===== src/logic/adc_scan_pkg.sv =====
package adc_scan_pkg;
   localparam int ADDR_W = 8;
   localparam int DATA_W = 32;
   localparam int CNT_W = 16;
   localparam int COEF_FRAC_BITS = 16;

   localparam logic [ADDR_W-1:0] OFS_HARM_COEF = 8'h3C;
   localparam logic [ADDR_W-1:0] OFS_CONV_CFG = 8'h4C;
   localparam logic [ADDR_W-1:0] OFS_CONV_INTERVAL = 8'h4E;
   localparam logic [ADDR_W-1:0] OFS_SETTLE = 8'h50;
   localparam logic [ADDR_W-1:0] OFS_ZERO_CROSS_LOWPASS = 8'h5A;

   localparam int CFG_KEEP_BIT = 7;
   localparam int CFG_DONE_BIT = 6;
   localparam int CFG_DIV_HI = 5;
   localparam int CFG_DIV_LO = 4;
   localparam int CFG_ACTIVE_BIT = 3;
   localparam int CFG_IRQ_EN_BIT = 2;
   localparam int CFG_REF_BIT = 1;
   localparam int CFG_ON_BIT = 0;

   localparam logic [31:0] HARM_RESET = 32'h0000_1831;
   localparam logic [7:0] CFG_RESET = 8'h07;
   localparam logic [15:0] INTERVAL_RESET = 16'h0167;
   localparam logic [15:0] SETTLE_RESET = 16'h002F;
   localparam logic [15:0] ZC_RESET = 16'h3B00;

   localparam logic [1:0] DIV_BY1 = 2'h0;
   localparam logic [1:0] DIV_BY2 = 2'h1;
   localparam logic [1:0] DIV_BY4 = 2'h2;

   typedef enum logic [2:0] {
      SEQ_IDLE = 3'b001,
      SEQ_SETTLE = 3'b010,
      SEQ_CONVERT = 3'b100
   } seq_state_e;
endpackage


===== src/logic/seq_if.sv =====
`timescale 1ns/1ns
interface seq_if #(parameter int W = 16);
   logic enable;
   logic [W-1:0] interval;
   logic [W-1:0] settle;
   logic conv_end;
   logic mux_switch;
   logic busy;
   logic settling;
   logic complete;
   modport ctrl (output enable, interval, settle, conv_end,
                 input mux_switch, busy, settling, complete);
   modport seq (input enable, interval, settle, conv_end,
                output mux_switch, busy, settling, complete);
endinterface


===== src/logic/converter_sequencer.sv =====
`timescale 1ns/1ns
module converter_sequencer
   import adc_scan_pkg::*;
#(
   parameter int CW = CNT_W
) (
   // Clock and reset
   input wire logic clk,
   input wire logic reset,
   // Control side
   seq_if.seq sq
);
   seq_state_e state_reg, state_next;
   logic [CW-1:0] ivl_reg, ivl_next, stl_reg, stl_next;
   logic mux_reg, busy_reg, settling_reg, complete_reg;
   wire fire = sq.enable && (ivl_reg >= sq.interval);
   wire settled = (stl_reg >= sq.settle);

   // Free-running spacing keeps the start rate fixed even when a cycle is skipped
   assign ivl_next = (!sq.enable || fire) ? '0 : CW'(ivl_reg + 1'b1);
   assign stl_next = (state_reg == SEQ_SETTLE) ? CW'(stl_reg + 1'b1) : '0;

   always_comb begin
      state_next = state_reg;
      case (state_reg)
         SEQ_IDLE: if (fire) state_next = SEQ_SETTLE;
         SEQ_SETTLE: if (settled) state_next = SEQ_CONVERT;
         SEQ_CONVERT: if (sq.conv_end) state_next = SEQ_IDLE;
         default: state_next = SEQ_IDLE;
      endcase
      if (!sq.enable) state_next = SEQ_IDLE;
   end

   always_ff @(posedge clk or posedge reset) begin
      if (reset) begin
         state_reg <= SEQ_IDLE;
         ivl_reg <= '0;
         stl_reg <= '0;
         mux_reg <= 1'b0;
         busy_reg <= 1'b0;
         settling_reg <= 1'b0;
         complete_reg <= 1'b0;
      end else begin
         state_reg <= state_next;
         ivl_reg <= ivl_next;
         stl_reg <= stl_next;
         mux_reg <= (state_reg == SEQ_IDLE) && (state_next == SEQ_SETTLE);
         busy_reg <= (state_next == SEQ_CONVERT);
         settling_reg <= (state_next == SEQ_SETTLE);
         complete_reg <= (state_reg == SEQ_CONVERT) && sq.conv_end && sq.enable;
      end
   end

   assign sq.mux_switch = mux_reg;
   assign sq.busy = busy_reg;
   assign sq.settling = settling_reg;
   assign sq.complete = complete_reg;

   // Helper counters for checking spacing
   logic [CW:0] since_mux, since_fire;
   logic seen_fire;
   logic [CW-1:0] interval_q;
   always_ff @(posedge clk or posedge reset) begin
      if (reset) begin
         since_mux <= '0;
         since_fire <= '0;
         seen_fire <= 1'b0;
         interval_q <= '0;
      end else begin
         since_mux <= mux_reg ? (CW+1)'(1) : (CW+1)'(since_mux + 1'b1);
         since_fire <= fire ? (CW+1)'(1) : (CW+1)'(since_fire + 1'b1);
         interval_q <= sq.interval;
         seen_fire <= sq.enable && (seen_fire || fire) && (sq.interval == interval_q);
      end
   end

   a_fire_spacing:
      assert property (@(posedge clk) disable iff (reset)
         (fire && seen_fire && sq.interval == interval_q) |-> since_fire == sq.interval + 1'b1)
      else $error("conversion start spacing differs from interval plus one");

   a_settle_length:
      assert property (@(posedge clk) disable iff (reset)
         ($rose(sq.busy) && $stable(sq.settle)) |-> since_mux == sq.settle + 1'b1)
      else $error("settling delay differs from settle value plus one");
endmodule // converter_sequencer


===== src/logic/adc_scan_control_regs.sv =====
`timescale 1ns/1ns
module adc_scan_control_regs
   import adc_scan_pkg::*;
#(
   parameter logic [31:0] HARM_INIT = HARM_RESET,
   parameter logic [15:0] INTERVAL_INIT = INTERVAL_RESET,
   parameter logic [15:0] SETTLE_INIT = SETTLE_RESET,
   parameter logic [15:0] ZC_INIT = ZC_RESET
) (
   // Clock and reset
   input wire logic clk,
   input wire logic reset,
   // Register access port
   input wire logic [ADDR_W-1:0] reg_addr,
   input wire logic reg_wr,
   input wire logic reg_rd,
   input wire logic [DATA_W-1:0] reg_wdata,
   output logic [DATA_W-1:0] reg_rdata,
   // Converter front end
   input wire logic conv_end,
   output logic mux_switch,
   output logic conversion_active,
   output logic analog_power_on,
   output logic converter_enable,
   output logic converter_clk_tick,
   output logic reference_output_pin,
   output logic conversion_irq,
   // Filter coefficients
   output logic [15:0] harmonic_feedback_coef_int,
   output logic [15:0] harmonic_feedback_coef_frac,
   output logic [15:0] zero_cross_smoothing
);
   function automatic logic hit(input logic [ADDR_W-1:0] a, input logic [ADDR_W-1:0] ofs);
      hit = (a == ofs);
   endfunction

   logic [31:0] harm_reg;
   logic [15:0] interval_reg, settle_reg, zc_reg;
   logic keep_reg, done_reg, irq_en_reg, ref_reg, on_reg;
   logic [1:0] div_reg;
   logic [1:0] div_cnt_reg;
   logic tick_reg, power_reg, ref_out_reg, enable_out_reg, irq_reg;
   logic [DATA_W-1:0] rdata_reg, rdata_next;

   seq_if #(.W(CNT_W)) sq ();

   converter_sequencer #(.CW(CNT_W)) u_seq (
      .clk(clk),
      .reset(reset),
      .sq(sq)
   );

   assign sq.enable = on_reg;
   assign sq.interval = interval_reg;
   assign sq.settle = settle_reg;
   assign sq.conv_end = conv_end;

   wire wr_harm = reg_wr && hit(reg_addr, OFS_HARM_COEF);
   wire wr_cfg = reg_wr && hit(reg_addr, OFS_CONV_CFG);
   wire wr_ivl = reg_wr && hit(reg_addr, OFS_CONV_INTERVAL);
   wire wr_stl = reg_wr && hit(reg_addr, OFS_SETTLE);
   wire wr_zc = reg_wr && hit(reg_addr, OFS_ZERO_CROSS_LOWPASS);
   // A zero write clears, a one write leaves the flag alone
   wire done_clear = wr_cfg && !reg_wdata[CFG_DONE_BIT];
   // Completion in the clearing cycle still sets the flag
   wire done_next = sq.complete || (done_reg && !done_clear);

   wire [7:0] cfg_view = {keep_reg, done_reg, div_reg, sq.busy, irq_en_reg, ref_reg, on_reg};

   // Reserved code 11 falls back to the slowest rate
   wire tick_next = on_reg && ((div_reg == DIV_BY1) ||
                   ((div_reg == DIV_BY2) && div_cnt_reg[0]) ||
                   ((div_reg != DIV_BY1) && (div_reg != DIV_BY2) && (div_cnt_reg == 2'h3)));
   // Analog section is kept up while settling and converting
   wire power_next = on_reg && (sq.busy || sq.settling || keep_reg);
   wire irq_next = done_reg && irq_en_reg;

   always_comb begin
      rdata_next = '0;
      if (hit(reg_addr, OFS_HARM_COEF)) rdata_next = harm_reg;
      else if (hit(reg_addr, OFS_CONV_CFG)) rdata_next = {24'h000000, cfg_view};
      else if (hit(reg_addr, OFS_CONV_INTERVAL)) rdata_next = {16'h0000, interval_reg};
      else if (hit(reg_addr, OFS_SETTLE)) rdata_next = {16'h0000, settle_reg};
      else if (hit(reg_addr, OFS_ZERO_CROSS_LOWPASS)) rdata_next = {16'h0000, zc_reg};
   end

   always_ff @(posedge clk or posedge reset) begin
      if (reset) begin
         harm_reg <= HARM_INIT;
         interval_reg <= INTERVAL_INIT;
         settle_reg <= SETTLE_INIT;
         zc_reg <= ZC_INIT;
      end else begin
         if (wr_harm) harm_reg <= reg_wdata;
         if (wr_ivl) interval_reg <= reg_wdata[15:0];
         if (wr_stl) settle_reg <= reg_wdata[15:0];
         if (wr_zc) zc_reg <= reg_wdata[15:0];
      end
   end

   always_ff @(posedge clk or posedge reset) begin
      if (reset) begin
         keep_reg <= CFG_RESET[CFG_KEEP_BIT];
         div_reg <= CFG_RESET[CFG_DIV_HI:CFG_DIV_LO];
         irq_en_reg <= CFG_RESET[CFG_IRQ_EN_BIT];
         ref_reg <= CFG_RESET[CFG_REF_BIT];
         on_reg <= CFG_RESET[CFG_ON_BIT];
         done_reg <= CFG_RESET[CFG_DONE_BIT];
      end else begin
         if (wr_cfg) begin
            keep_reg <= reg_wdata[CFG_KEEP_BIT];
            div_reg <= reg_wdata[CFG_DIV_HI:CFG_DIV_LO];
            irq_en_reg <= reg_wdata[CFG_IRQ_EN_BIT];
            ref_reg <= reg_wdata[CFG_REF_BIT];
            on_reg <= reg_wdata[CFG_ON_BIT];
         end
         done_reg <= done_next;
      end
   end

   always_ff @(posedge clk or posedge reset) begin
      if (reset) begin
         div_cnt_reg <= 2'h0;
         tick_reg <= 1'b0;
         power_reg <= 1'b0;
         ref_out_reg <= 1'b0;
         enable_out_reg <= 1'b0;
         irq_reg <= 1'b0;
         rdata_reg <= '0;
      end else begin
         div_cnt_reg <= 2'(div_cnt_reg + 1'b1);
         tick_reg <= tick_next;
         power_reg <= power_next;
         ref_out_reg <= ref_reg;
         enable_out_reg <= on_reg;
         irq_reg <= irq_next;
         if (reg_rd) rdata_reg <= rdata_next;
      end
   end

   assign reg_rdata = rdata_reg;
   assign mux_switch = sq.mux_switch;
   assign conversion_active = sq.busy;
   assign analog_power_on = power_reg;
   assign converter_enable = enable_out_reg;
   assign converter_clk_tick = tick_reg;
   assign reference_output_pin = ref_out_reg;
   assign conversion_irq = irq_reg;
   // Integer part above the binary point, sixteen fraction bits below
   assign harmonic_feedback_coef_int = harm_reg[31:COEF_FRAC_BITS];
   assign harmonic_feedback_coef_frac = harm_reg[COEF_FRAC_BITS-1:0];
   // MSB passes unchanged; a set MSB is the writer's fault
   assign zero_cross_smoothing = zc_reg;

   a_coef_split:
      assert property (@(posedge clk) disable iff (reset)
         wr_harm |=> (harmonic_feedback_coef_int == $past(reg_wdata[31:16]))
                  && (harmonic_feedback_coef_frac == $past(reg_wdata[15:0])))
      else $error("harmonic coefficient split wrong");

   a_power_down:
      assert property (@(posedge clk) disable iff (reset)
         (sq.complete && !keep_reg) |=> !analog_power_on)
      else $error("analog section stayed on after conversion");

   a_power_kept:
      assert property (@(posedge clk) disable iff (reset)
         (keep_reg && on_reg) |=> analog_power_on)
      else $error("analog section off although kept powered");

   a_done_sets:
      assert property (@(posedge clk) disable iff (reset)
         sq.complete |=> done_reg)
      else $error("done flag not set after completion");

   a_irq_raise:
      assert property (@(posedge clk) disable iff (reset)
         (sq.complete && irq_en_reg) ##1 irq_en_reg |=> conversion_irq)
      else $error("interrupt missing after completion");

   a_div_one:
      assert property (@(posedge clk) disable iff (reset)
         (div_reg == DIV_BY1 && on_reg)[*2] |-> converter_clk_tick)
      else $error("divide by one tick missing");

   a_div_four:
      assert property (@(posedge clk) disable iff (reset)
         (div_reg == DIV_BY4 && on_reg)[*5] |-> $countones({converter_clk_tick,
            $past(converter_clk_tick), $past(converter_clk_tick, 2),
            $past(converter_clk_tick, 3)}) == 1)
      else $error("divide by four rate wrong");

   a_busy_end:
      assert property (@(posedge clk) disable iff (reset)
         $fell(conversion_active) |-> (sq.complete || !$past(on_reg)))
      else $error("busy cleared without end of conversion");

   a_ref_follow:
      assert property (@(posedge clk) disable iff (reset)
         (wr_cfg && reg_wdata[CFG_REF_BIT]) ##1 ref_reg |=> reference_output_pin)
      else $error("reference buffer not enabled");

   a_off_idle:
      assert property (@(posedge clk) disable iff (reset)
         (!on_reg)[*2] |-> (!conversion_active && !analog_power_on && !converter_clk_tick))
      else $error("converter active while switched off");

   a_done_clear:
      assert property (@(posedge clk) disable iff (reset)
         (done_clear && !sq.complete) |=> !done_reg)
      else $error("done flag not cleared by zero write");
endmodule // adc_scan_control_regs


===== config.mk =====
export PLATFORM = sky130hd
export DESIGN_NAME = adc_scan_control_regs
export DESIGN_NICKNAME = d
export VERILOG_FILES = /design/src/logic/adc_scan_pkg.sv /design/src/logic/seq_if.sv /design/src/logic/converter_sequencer.sv /design/src/logic/adc_scan_control_regs.sv
export SDC_FILE = /design/constraint.sdc
export NUM_CORES = 1
export LEC_CHECK = 0
export ABC_CLOCK_PERIOD_IN_PS = 14700
export BUFFER_PORTS_ARGS = -buffer_cell sky130_fd_sc_hd__buf_4
export CAP_MARGIN = 20
export CORE_ASPECT_RATIO = 1.4
export CORE_MARGIN = 4
export CORE_UTILIZATION = 45
export DETAILED_ROUTE_END_ITERATION = 10
export PLACE_DENSITY_LB_ADDON = 0.05
export SLEW_MARGIN = 40
export SYNTH_ARGS = -nofsm -noshare
export SYNTH_HDL_FRONTEND = slang
export SYNTH_SLANG_ARGS = --single-unit

===== constraint.sdc =====
create_clock -name clk -period 14.7 [get_ports clk]
set_input_delay 1.47 -clock clk [delete_from_list [all_inputs] [get_ports clk]]
set_output_delay 1.47 -clock clk [all_outputs]
set_load 0.05 [all_outputs]

==> results.sh, run 1 <==
export IMPL_tightest_slew_ps=791
export IMPL_ys_ff_latch=165
export IMPL_design_area_um2=9430
export IMPL_rsz0062_at_grt="false"
export IMPL_dr_pass1_iters=5
export IMPL_power_mw=1.02
export IMPL_ctsHoldBuffers=0
export IMPL_multi_input_area_um2=3260
export IMPL_critPathArrivalTime_ps=3790
export IMPL_crit_required_ps=15010
export IMPL_track_usage=0.207
export IMPL_fmax_mhz=287
export IMPL_insertion_delay_ps=430
export IMPL_crit_type="in -> reg"
export IMPL_numCtsBuffers=17
export IMPL_relSlewSlack=0.472
export IMPL_leakagePower_nw=4.48
export IMPL_grt_met3_usage=0.0427
export IMPL_fill_cells=1472
export IMPL_cts_setup_buffers=0
export IMPL_synth_flop_cell="dfrtp_1"
export IMPL_drc=0
export IMPL_path_cells="buf_4, nand2b_1, or4b_4, nor2_2, nand2_2, mux2_2"
export IMPL_synth_cells=641
export IMPL_ios=132
export IMPL_powerDensity_nw_per_um2=108
export IMPL_top_usage_layer="met2"
export IMPL_grt_pass1_vias=5687
export IMPL_synth_cell_types=51
export IMPL_ir_worst_vdd_v=0.0000622
export IMPL_yosys_area_top_type="dfrtp_1"
export IMPL_die_h_um=162
export IMPL_synth_area_um2=7670
export IMPL_min_period_over_period=0.237
export IMPL_synth_simple_area_share=0.0975
export IMPL_clock_sinks=165
export IMPL_routed_via_count=5527
export IMPL_p_sw_frac=0.256
export IMPL_nets=851
export IMPL_fin_crit_ps=3480
export IMPL_p_int_mw=0.761
export IMPL_place_hpwl_mm=14.3
export IMPL_grt_pass1_wl_mm=31.3
export IMPL_io_buffers=131
export IMPL_antenna_found_initial=0
export IMPL_grtUsageMet2=0.357
export IMPL_pwr_share_seq=0.474
export IMPL_crit_path_top_delay_cell="nor2_2"
export IMPL_crit_buf_inv=1
export IMPL_drtIter0Drc=393
export IMPL_cp_start_kind="primary input"
export IMPL_post_place_ws_ps=10780
export IMPL_die_x_um=118
export IMPL_syn_area_per_cell_um2=12.0
export IMPL_hold_class="reg -> reg"
export IMPL_synth_top_family_by_area="multiplexers"
export IMPL_yosysSeqAreaShare=0.542
export IMPL_h_tree_depth=4
export IMPL_critPathMaxStageDelay_ps=650
export IMPL_placed_cell_area_um2=8840
export IMPL_synth_area_top_cells="dfrtp_1 46%, mux2_2 11%, dfstp_2 8.6%"
export IMPL_finalHoldViolations=0
export IMPL_setup_viol=0
export IMPL_cts_tree="yes"
export IMPL_coreArea_um2=16700
export IMPL_syn2layout_area_growth_pct=22.9
export IMPL_fin_ws_ps=11220
export IMPL_dieArea_um2=19200
export IMPL_wl_per_cell_um=19.5
export IMPL_row_count=56
export IMPL_combPwrFrac=0.102
export IMPL_maxCapViolations=0
export IMPL_crit_path_end_kind="flip-flop"
export IMPL_p_switching_mw=0.261
export IMPL_n_antenna_cell=0
export IMPL_yosysWarnings=0
export IMPL_fin_skew_ps=7.31
export IMPL_overflow=0
export IMPL_crit_family="simple AND/OR/NAND/NOR gates"
export IMPL_ant_nets=0
export IMPL_vias_per_cell=5.60
export IMPL_met1_usage=0.261
export IMPL_cts_root_buf="clkbuf_16"
export IMPL_async_reset_ff_frac=1.00
export IMPL_gp_congestion=0.810
export IMPL_status="finished, final reports clean"
export IMPL_wirelength_mm=19.2
export IMPL_final_setup_tns_ps=0
export IMPL_initial_core_util=0.458
export IMPL_synth_xor_xnor_area_share=0.0297
export IMPL_synth_fa_ha_area_frac=0.0571
export IMPL_seq_area_um2=4160
export IMPL_grt_max_degree=87
export IMPL_synth_top_area_frac=0.457
export IMPL_synth_nets=721
export IMPL_synth_compound_area_share=0.0992
export IMPL_cts_path_max_buffers=2
export IMPL_clkSlewWorstSetupHoldPaths_ps=60
export IMPL_p_clk_frac=0.424
export IMPL_whs_ps=416
export IMPL_finalMaxSlewViolations=0
export IMPL_drive_gt1_frac=0.365
export IMPL_synthMuxAreaShare=0.140
export IMPL_synth_edf_count=0
export IMPL_path_max_fanout=17
export IMPL_cts_repair_resized=0
kinds of logic (layout without fill, tap and decap cells):
group,Yosys count,in the layout
compound gates,105,105
xor+xnor,26,26
fa+ha+maj,35,35
buf+inv,65,208
flops,165,165
mux,93,93
simple gates,152,152
through the flow:
| step | utilization | std cells |
|---|---|---|
| floorplan | - | 641 |
| global placement | 0.527 | 952 |
| detailed placement | 0.528 | 955 |
| CTS | 0.563 | 987 |
| global route | 0.563 | 987 |
| finish | 0.563 | 987 |
power groups by stage:
stage                     Sequential [mW]  Clock [mW]  Combinational, mW
after floorplan                     0.517           0             0.0369
after detailed placement            0.492           0              0.106
after global placement              0.492           0              0.103
after CTS                           0.484       0.443              0.106
final                               0.484       0.434              0.104
after global routing                0.486       0.465              0.113
cell usage after synthesis, types with 3 or more instances:
library cell,n
o21ai_0,11
a21oi_1,17
nand3_1,13
xor2_1,19
clkbuf_1,17
and3_1,5
nor2_1,52
and2_1,4
nand4_1,11
mux2_2,76
nand2b_1,7
dfrtp_1,140
a211oi_1,3
a22oi_1,16
a31oi_1,9
dfstp_2,25
o21a_1,3
o221ai_1,7
mux2_4,10
buf_2,7
mux2i_1,7
nand2_1,42
a222oi_1,8
ha_1,35
xnor2_1,7
inv_1,40
o211ai_1,4
o2bb2ai_1,16
cell type report:
class,instances,share of cell area
Clock buffer,19,0.0470
Sequential cell,165,0.441
Inverter,40,0.0167
Multi-Input combinational cell,411,0.345
Timing Repair Buffer,136,0.108
Clock inverter,13,0.0143
Tap cell,203,0.0269
path summary, 6_finish.rpt:
path | slack [ps] | start | end | depth (start not counted)
max reg2reg | 12220 | settle_reg[0] | u_seq.sq.busy | 6
max in group asynchronous | 12430 | reset | interval_reg[10] | 3
max | 11220 | reg_addr[5] | zero_cross_smoothing[7] | 6
min reg2reg | 420 | ref_reg | reference_output_pin | 0
min in group asynchronous | 1120 | reset | harm_reg[17] | 2
min | 420 | ref_reg | reference_output_pin | 0
per-layer routing:
metal  share of wire  vias to the layer above
met5               0                        -
met4           0.016                        0
met3           0.043                       26
met2            0.51                      138
met1            0.43                     2804
li1                -                     2559
cell usage in the layout (no fill, tap or decap), types with 17 or more instances in the layout:
cell type	n
a21oi_1	17
buf_4	133
clkbuf_16	17
dfrtp_1	140
dfstp_2	25
ha_1	35
inv_1	38
mux2_2	76
nand2_1	42
nor2_1	52
xor2_1	19
(Power assumes the default switching activity.)
==> run 2: changes to the inputs <==
--- a/config.mk
+++ b/config.mk
@@ -5,7 +5,8 @@
 export SDC_FILE = /design/constraint.sdc
 export NUM_CORES = 1
 export LEC_CHECK = 0
-export ABC_CLOCK_PERIOD_IN_PS = 14700
+export ABC_AREA = 1
+export ABC_CLOCK_PERIOD_IN_PS = 2900
 export BUFFER_PORTS_ARGS = -buffer_cell sky130_fd_sc_hd__buf_4
 export CAP_MARGIN = 20
 export CORE_ASPECT_RATIO = 1.4
==> constraint.sdc (replaced) <==
create_clock -name clk -period 2.9 [get_ports clk]
set_input_delay 0.29 -clock clk [delete_from_list [all_inputs] [get_ports clk]]
set_output_delay 0.29 -clock clk [all_outputs]
set_load 0.05 [all_outputs]
==> run 2 against run 1 <==
Effect of this change: the run now ends with hold timing left; final cell count increased by 32%; non-clock buffer count up 7; total power increased to 5.1 times the previous value; utilization is 0.26 points lower; register-to-register slack worse by 11000 ps; clock power increased to 4.9 times the previous value; sequential power grew to 5.1 times the previous value; clock skew rose by 1.2 ps; largest power group unchanged; highest routed layer unchanged.
==> results.sh, run 2 <==
export IMPL_status="finished, violations left"
export IMPL_violations="hold timing"
export IMPL_crit_path_top_delay_cell="nand3_1"
export IMPL_synth_area_um2=7900
export IMPL_clkSlewWorstSetupHoldPaths_ps=70
export IMPL_path_max_fanout=16
export IMPL_mostFrequentLayoutCell="nand2_1"
export IMPL_die_h_um=165
export IMPL_wirelength_mm=20.7
export IMPL_synth_flop_cell="dfrtp_1"
export IMPL_synth_nets=1000
export IMPL_ant_nets=0
export IMPL_row_count=57
export IMPL_n_antenna_cell=0
export IMPL_final_setup_tns_ps=0
export IMPL_io_buffers=131
export IMPL_synth_top_area_frac=0.444
export IMPL_async_reset_ff_frac=1.00
export IMPL_crit_type="reg -> reg"
export IMPL_yosysMostFrequentCell="nand2_1"
export IMPL_hold_class="in -> async"
export IMPL_yosys_area_top_type="dfrtp_1"
export IMPL_syn2layout_area_growth_pct=22.9
export IMPL_synth_edf_count=0
export IMPL_tightest_slew_ps=730
export IMPL_ys_ff_latch=165
export IMPL_overflow=0
export IMPL_cts_path_max_buffers=2
export IMPL_fmax_mhz=462
export IMPL_fill_cells=1652
export IMPL_setup_viol=0
export IMPL_whs_ps=-4.33
export IMPL_coreArea_um2=17300
export IMPL_grt_max_degree=100
export IMPL_cts_setup_buffers=0
export IMPL_critPathMaxStageDelay_ps=480
export IMPL_nets=1130
export IMPL_finalMaxSlewViolations=0
export IMPL_initial_core_util=0.456
export IMPL_fin_skew_ps=8.54
export IMPL_grt_pass1_vias=6496
export IMPL_finalHoldViolations=3
export IMPL_syn_area_per_cell_um2=8.58
export IMPL_yosys_top_cells_count="252 x nand2_1, 140 x dfrtp_1, 103 x inv_1, 102 x o21ai_0, 55 x nor2_1"
export IMPL_rsz0062_at_grt="false"
export IMPL_synth_cell_types=36
export IMPL_cts_repair_resized=0
export IMPL_crit_buf_inv=1
export IMPL_cts_root_buf="clkbuf_16"
export IMPL_p_clk_frac=0.408
export IMPL_min_period_over_period=0.747
export IMPL_multi_input_area_um2=3200
export IMPL_seq_area_um2=4160
export IMPL_place_hpwl_mm=15.4
export IMPL_ctsHoldBuffers=0
export IMPL_die_x_um=120
export IMPL_routed_via_count=6483
export IMPL_drive_gt1_frac=0.201
export IMPL_grt_pass1_wl_mm=34.1
export IMPL_yosysSeqAreaShare=0.527
export IMPL_maxCapViolations=0
export IMPL_layout_common_cells="251 x nand2_1, 141 x buf_4, 140 x dfrtp_1"
export IMPL_insertion_delay_ps=430
export IMPL_ir_worst_vdd_v=0.000304
export IMPL_critPathArrivalTime_ps=2490
export IMPL_numCtsBuffers=17
export IMPL_synth_area_top_cells="dfrtp_1 44%, nand2_1 12%, dfstp_2 8.3%"
export IMPL_yosysWarnings=0
export IMPL_p_int_mw=3.69
export IMPL_cp_start_kind="flip-flop"
export IMPL_synth_cells=920
export IMPL_drtIter0Drc=375
export IMPL_p_sw_frac=0.285
export IMPL_placed_cell_area_um2=9160
export IMPL_p_switching_mw=1.47
export IMPL_relSlewSlack=0.513
export IMPL_dr_pass1_iters=5
export IMPL_cts_tree="yes"
export IMPL_design_area_um2=9710
export IMPL_drc=0
export IMPL_vias_per_cell=4.99
export IMPL_h_tree_depth=4
export IMPL_clock_sinks=165
export IMPL_powerDensity_nw_per_um2=532
export IMPL_antenna_found_initial=0
export IMPL_pwr_share_seq=0.475
export IMPL_path_cells="ha_1, nand2_1, inv_1, o21bai_1, a21oi_1, nor2_1, nand3_1, nor3_1"
export IMPL_crit_path_end_kind="flip-flop"
export IMPL_combPwrFrac=0.116
export IMPL_crit_required_ps=3230
export IMPL_fin_crit_ps=2170
export IMPL_dieArea_um2=19800
export IMPL_leakagePower_nw=4.63
export IMPL_wl_per_cell_um=16.0
export IMPL_power_mw=5.17
export IMPL_gp_congestion=0.817
export IMPL_track_usage=0.220
export IMPL_ios=132
export IMPL_crit_family="simple AND/OR/NAND/NOR gates"
run 2: final cells by class:
class | instances | area share
timing repair buffer | 143 | 0.114
tap | 236 | 0.0304
sequential | 165 | 0.428
clock inverter | 14 | 0.0128
inverter | 104 | 0.0406
clock buffer | 18 | 0.0442
multi-input combinational | 619 | 0.330
run 2: cells by family (layout without fill, tap and decap cells):
| kind of cell | count (synthesis) | count (layout) | share of synthesized area |
|---|---|---|---|
| AOI/OAI and AO/OA | 158 | 158 | 0.111 |
| DFF | 165 | 165 | 0.527 |
| xor gates and xnor gates | 14 | 14 | 0.0155 |
| buffers and inverters | 136 | 279 | 0.0683 |
| and+or+nand+nor | 412 | 412 | 0.223 |
| adders and majority gates | 35 | 35 | 0.0554 |
run 2: path summary, 6_finish.rpt:
| kind | startpoint | to | slack (ps) | cells past startpoint |
|---|---|---|---|---|
| worst max register to register | u_seq.ivl_reg[9] | u_seq.ivl_reg[7] | 730 | 8 |
| max in group asynchronous | reset | interval_reg[1] | 2120 | 4 |
| worst min register to register | ref_reg | reference_output_pin | 420 | 0 |
| worst min-delay path | reset | harm_reg[16] | -4 | 3 |
| worst max-delay path | u_seq.ivl_reg[9] | u_seq.ivl_reg[7] | 730 | 8 |
| min in group clk | reg_wdata[18] | harm_reg[18] | 90 | 3 |
run 2: worst min-delay path, delay by kind of cell:
family	cells	cell delay [ps]
buffers and inverters	3	590
run 2: per-layer routing:
| layer | share of wire | GRT usage | vias up | wire length (um) |
|---|---|---|---|---|
| met5 | 0 | 0 | - | 0 |
| met4 | 0.020 | 0.0703 | 0 | 414 |
| met3 | 0.047 | 0.0442 | 29 | 978 |
| met2 | 0.50 | 0.381 | 145 | 10400 |
| met1 | 0.43 | 0.276 | 3039 | 8990 |
| li1 | - | - | 3270 | - |
run 2: metrics by stage:
step | utilization | worst slack, ps | instances
after floorplan | - | 532 | 920
after global placement | 0.527 | 808 | 1266
after detailed placement | 0.528 | 748 | 1267
after CTS | 0.560 | 730 | 1299
after global routing | 0.560 | 498 | 1299
final | 0.560 | 735 | 1299
run 2: power by group through the flow:
| stage | Combinational [mW] | Clock (mW) | Sequential, mW |
|---|---|---|---|
| after floorplan | 0.210 | 0 | 2.66 |
| after global placement | 0.602 | 0 | 2.50 |
| after detailed placement | 0.611 | 0 | 2.50 |
| after CTS | 0.612 | 2.16 | 2.46 |
| after global routing | 0.663 | 2.25 | 2.47 |
| final | 0.600 | 2.11 | 2.46 |
==> run 3: changes to the inputs <==
--- a/config.mk
+++ b/config.mk
@@ -6,7 +6,7 @@
 export NUM_CORES = 1
 export LEC_CHECK = 0
 export ABC_AREA = 1
-export ABC_CLOCK_PERIOD_IN_PS = 2900
+export ABC_CLOCK_PERIOD_IN_PS = 2040
 export BUFFER_PORTS_ARGS = -buffer_cell sky130_fd_sc_hd__buf_4
 export CAP_MARGIN = 20
 export CORE_ASPECT_RATIO = 1.4
==> constraint.sdc (replaced) <==
create_clock -name clk -period 2.04 [get_ports clk]
set_input_delay 0.204 -clock clk [delete_from_list [all_inputs] [get_ports clk]]
set_output_delay 0.204 -clock clk [all_outputs]
set_load 0.05 [all_outputs]
==> run 3 against run 2 <==
Effect of this change: the run now ends clean; first-iteration DRC count down 5.1%; critical path type unchanged; global-route usage down 0.095 points; hold slack better by 20 ps; via count up 1.6%; largest cell class unchanged; highest routed layer unchanged; critical endpoint is now u_seq.ivl_reg[15]; largest power group is now the clock network.
==> results.sh, run 3 (synthesis results as in run 2) <==
export IMPL_crit_start="interval_reg[1]"
export IMPL_finalHoldViolations=0
export IMPL_ant_nets=0
export IMPL_cts_root_buf="clkbuf_16"
export IMPL_h_tree_depth=4
export IMPL_min_path_cells=3
export IMPL_numCtsBuffers=17
export IMPL_cts_tree="yes"
export IMPL_reg2regPathDepth=12
export IMPL_placed_cell_area_um2=9230
export IMPL_rsz0062_at_grt="false"
export IMPL_crit_path_top_delay_cell="dfstp_2"
export IMPL_drtIter0Drc=356
export IMPL_setup_viol=0
export IMPL_routed_via_count=6585
export IMPL_clock_sinks=165
export IMPL_clkSlewWorstSetupHoldPaths_ps=70
export IMPL_grt_met3_usage=0.0415
export IMPL_status="finished, final reports clean"
export IMPL_grt_max_degree=71
export IMPL_die_x_um=120
export IMPL_crit_path_end_kind="flip-flop"
export IMPL_fill_cells=1611
export IMPL_cp_start_kind="flip-flop"
export IMPL_insertion_delay_ps=430
export IMPL_crit_required_ps=2380
export IMPL_track_usage=0.219
export IMPL_path_cells="inv_1, ha_1, nand2_1, nand3_1, nand2_1, nand2_1, nand2_1, nand2_1, nand2_1, nand3_1, buf_4, nor3_1"
export IMPL_final_setup_tns_ps=0
export IMPL_place_hpwl_mm=15.6
export IMPL_ir_worst_vdd_v=0.000477
export IMPL_post_place_ws_ps=144
export IMPL_nets=1152
export IMPL_dp_cells=1278
export IMPL_seq_area_um2=4160
export IMPL_ios=132
export IMPL_row_count=57
export IMPL_fmax_mhz=550
export IMPL_fin_ws_ps=222
export IMPL_grt_pass1_vias=6516
export IMPL_min_period_over_period=0.891
export IMPL_mostFrequentLayoutCell="nand2_1"
export IMPL_grtUsageMet2=0.395
export IMPL_path_max_fanout=16
export IMPL_hold_class="in -> reg"
export IMPL_cts_path_max_buffers=2
export IMPL_drive_gt1_frac=0.206
export IMPL_io_buffers=131
export IMPL_fin_cells=1321
export IMPL_coreArea_um2=17300
export IMPL_initial_core_util=0.456
export IMPL_vias_per_cell=4.98
export IMPL_die_h_um=165
export IMPL_timing_rr_start="interval_reg[1]"
export IMPL_dieArea_um2=19800
export IMPL_top_usage_layer="met2"
export IMPL_relSlewSlack=0.679
export IMPL_hp_start="reg_wdata[22]"
export IMPL_overflow=0
export IMPL_design_area_um2=9990
export IMPL_antenna_found_initial=0
export IMPL_critPathArrivalTime_ps=2160
export IMPL_met1_usage=0.268
export IMPL_critPathMaxStageDelay_ps=540
export IMPL_maxCapViolations=0
export IMPL_finalMaxSlewViolations=0
export IMPL_cts_setup_buffers=0
export IMPL_wl_per_cell_um=15.8
export IMPL_final_util=0.577
export IMPL_gp_congestion=0.821
export IMPL_wirelength_mm=20.9
export IMPL_leakagePower_nw=4.78
export IMPL_drc=0
export IMPL_multi_input_area_um2=3200
export IMPL_whs_ps=15.5
export IMPL_tightest_slew_ps=478
export IMPL_powerDensity_nw_per_um2=795
export IMPL_n_antenna_cell=0
export IMPL_power_mw=7.94
export IMPL_crit_type="reg -> reg"
export IMPL_fin_crit_ps=1820
export IMPL_grt_pass1_wl_mm=33.7
export IMPL_crit_top_cell="nand2_1"
export IMPL_layout_common_cells="252 x nand2_1, 152 x buf_4, 140 x dfrtp_1"
export IMPL_fin_skew_ps=6.26
export IMPL_dr_pass1_iters=5
export IMPL_syn2layout_area_growth_pct=26.5
[run 3: worst paths after layout]
path | slack [ps] | end
worst max-delay path | 220 | u_seq.ivl_reg[15]
min in group asynchronous | 340 | harm_reg[18]
worst min register to register | 420 | reference_output_pin
worst max register to register | 220 | u_seq.ivl_reg[15]
worst min-delay path | 20 | harm_reg[22]
max in group asynchronous | 880 | zero_cross_smoothing[11]
[run 3: critical path: cells and delay by family, from the launching register on]
kind,cells,cell delay (ps)
DFF,1,540
and+or+nand+nor,9,670
buffers and inverters,2,240
adders and majority gates,1,290
[run 3: report_power, final]
part	switching (mW)	internal, mW	leakage, nW	total [mW]
sequential	0.0922	3.40	2.17	3.49
combinational	0.595	0.289	2.30	0.884
clock	1.37	2.19	0.309	3.57
total	2.06	5.88	4.78	7.94
[run 3: per-layer routing]
metal | part of all wire | vias to the layer above
met2 | 0.51 | 148
met1 | 0.42 | 3106
met4 | 0.012 | 0
met5 | 0 | -
met3 | 0.049 | 23
li1 | - | 3308
[run 3: cell type report]
| cell class | instances | area share |
|---|---|---|
| clock inverters | 14 | 0.0224 |
| repair buffers | 165 | 0.129 |
| flip-flops and latches | 165 | 0.416 |
| multi-input cells | 619 | 0.320 |
| clock buffers | 18 | 0.0430 |
| well taps | 236 | 0.0296 |
| inverters | 104 | 0.0394 |
[run 3: what timing repair did]
item | CTS | global route
hold endpoints to repair | 24 | 0
endpoints found under the setup margin | 0 | 0
resized for setup | 0 | 0
hold buffers | 11 | 0
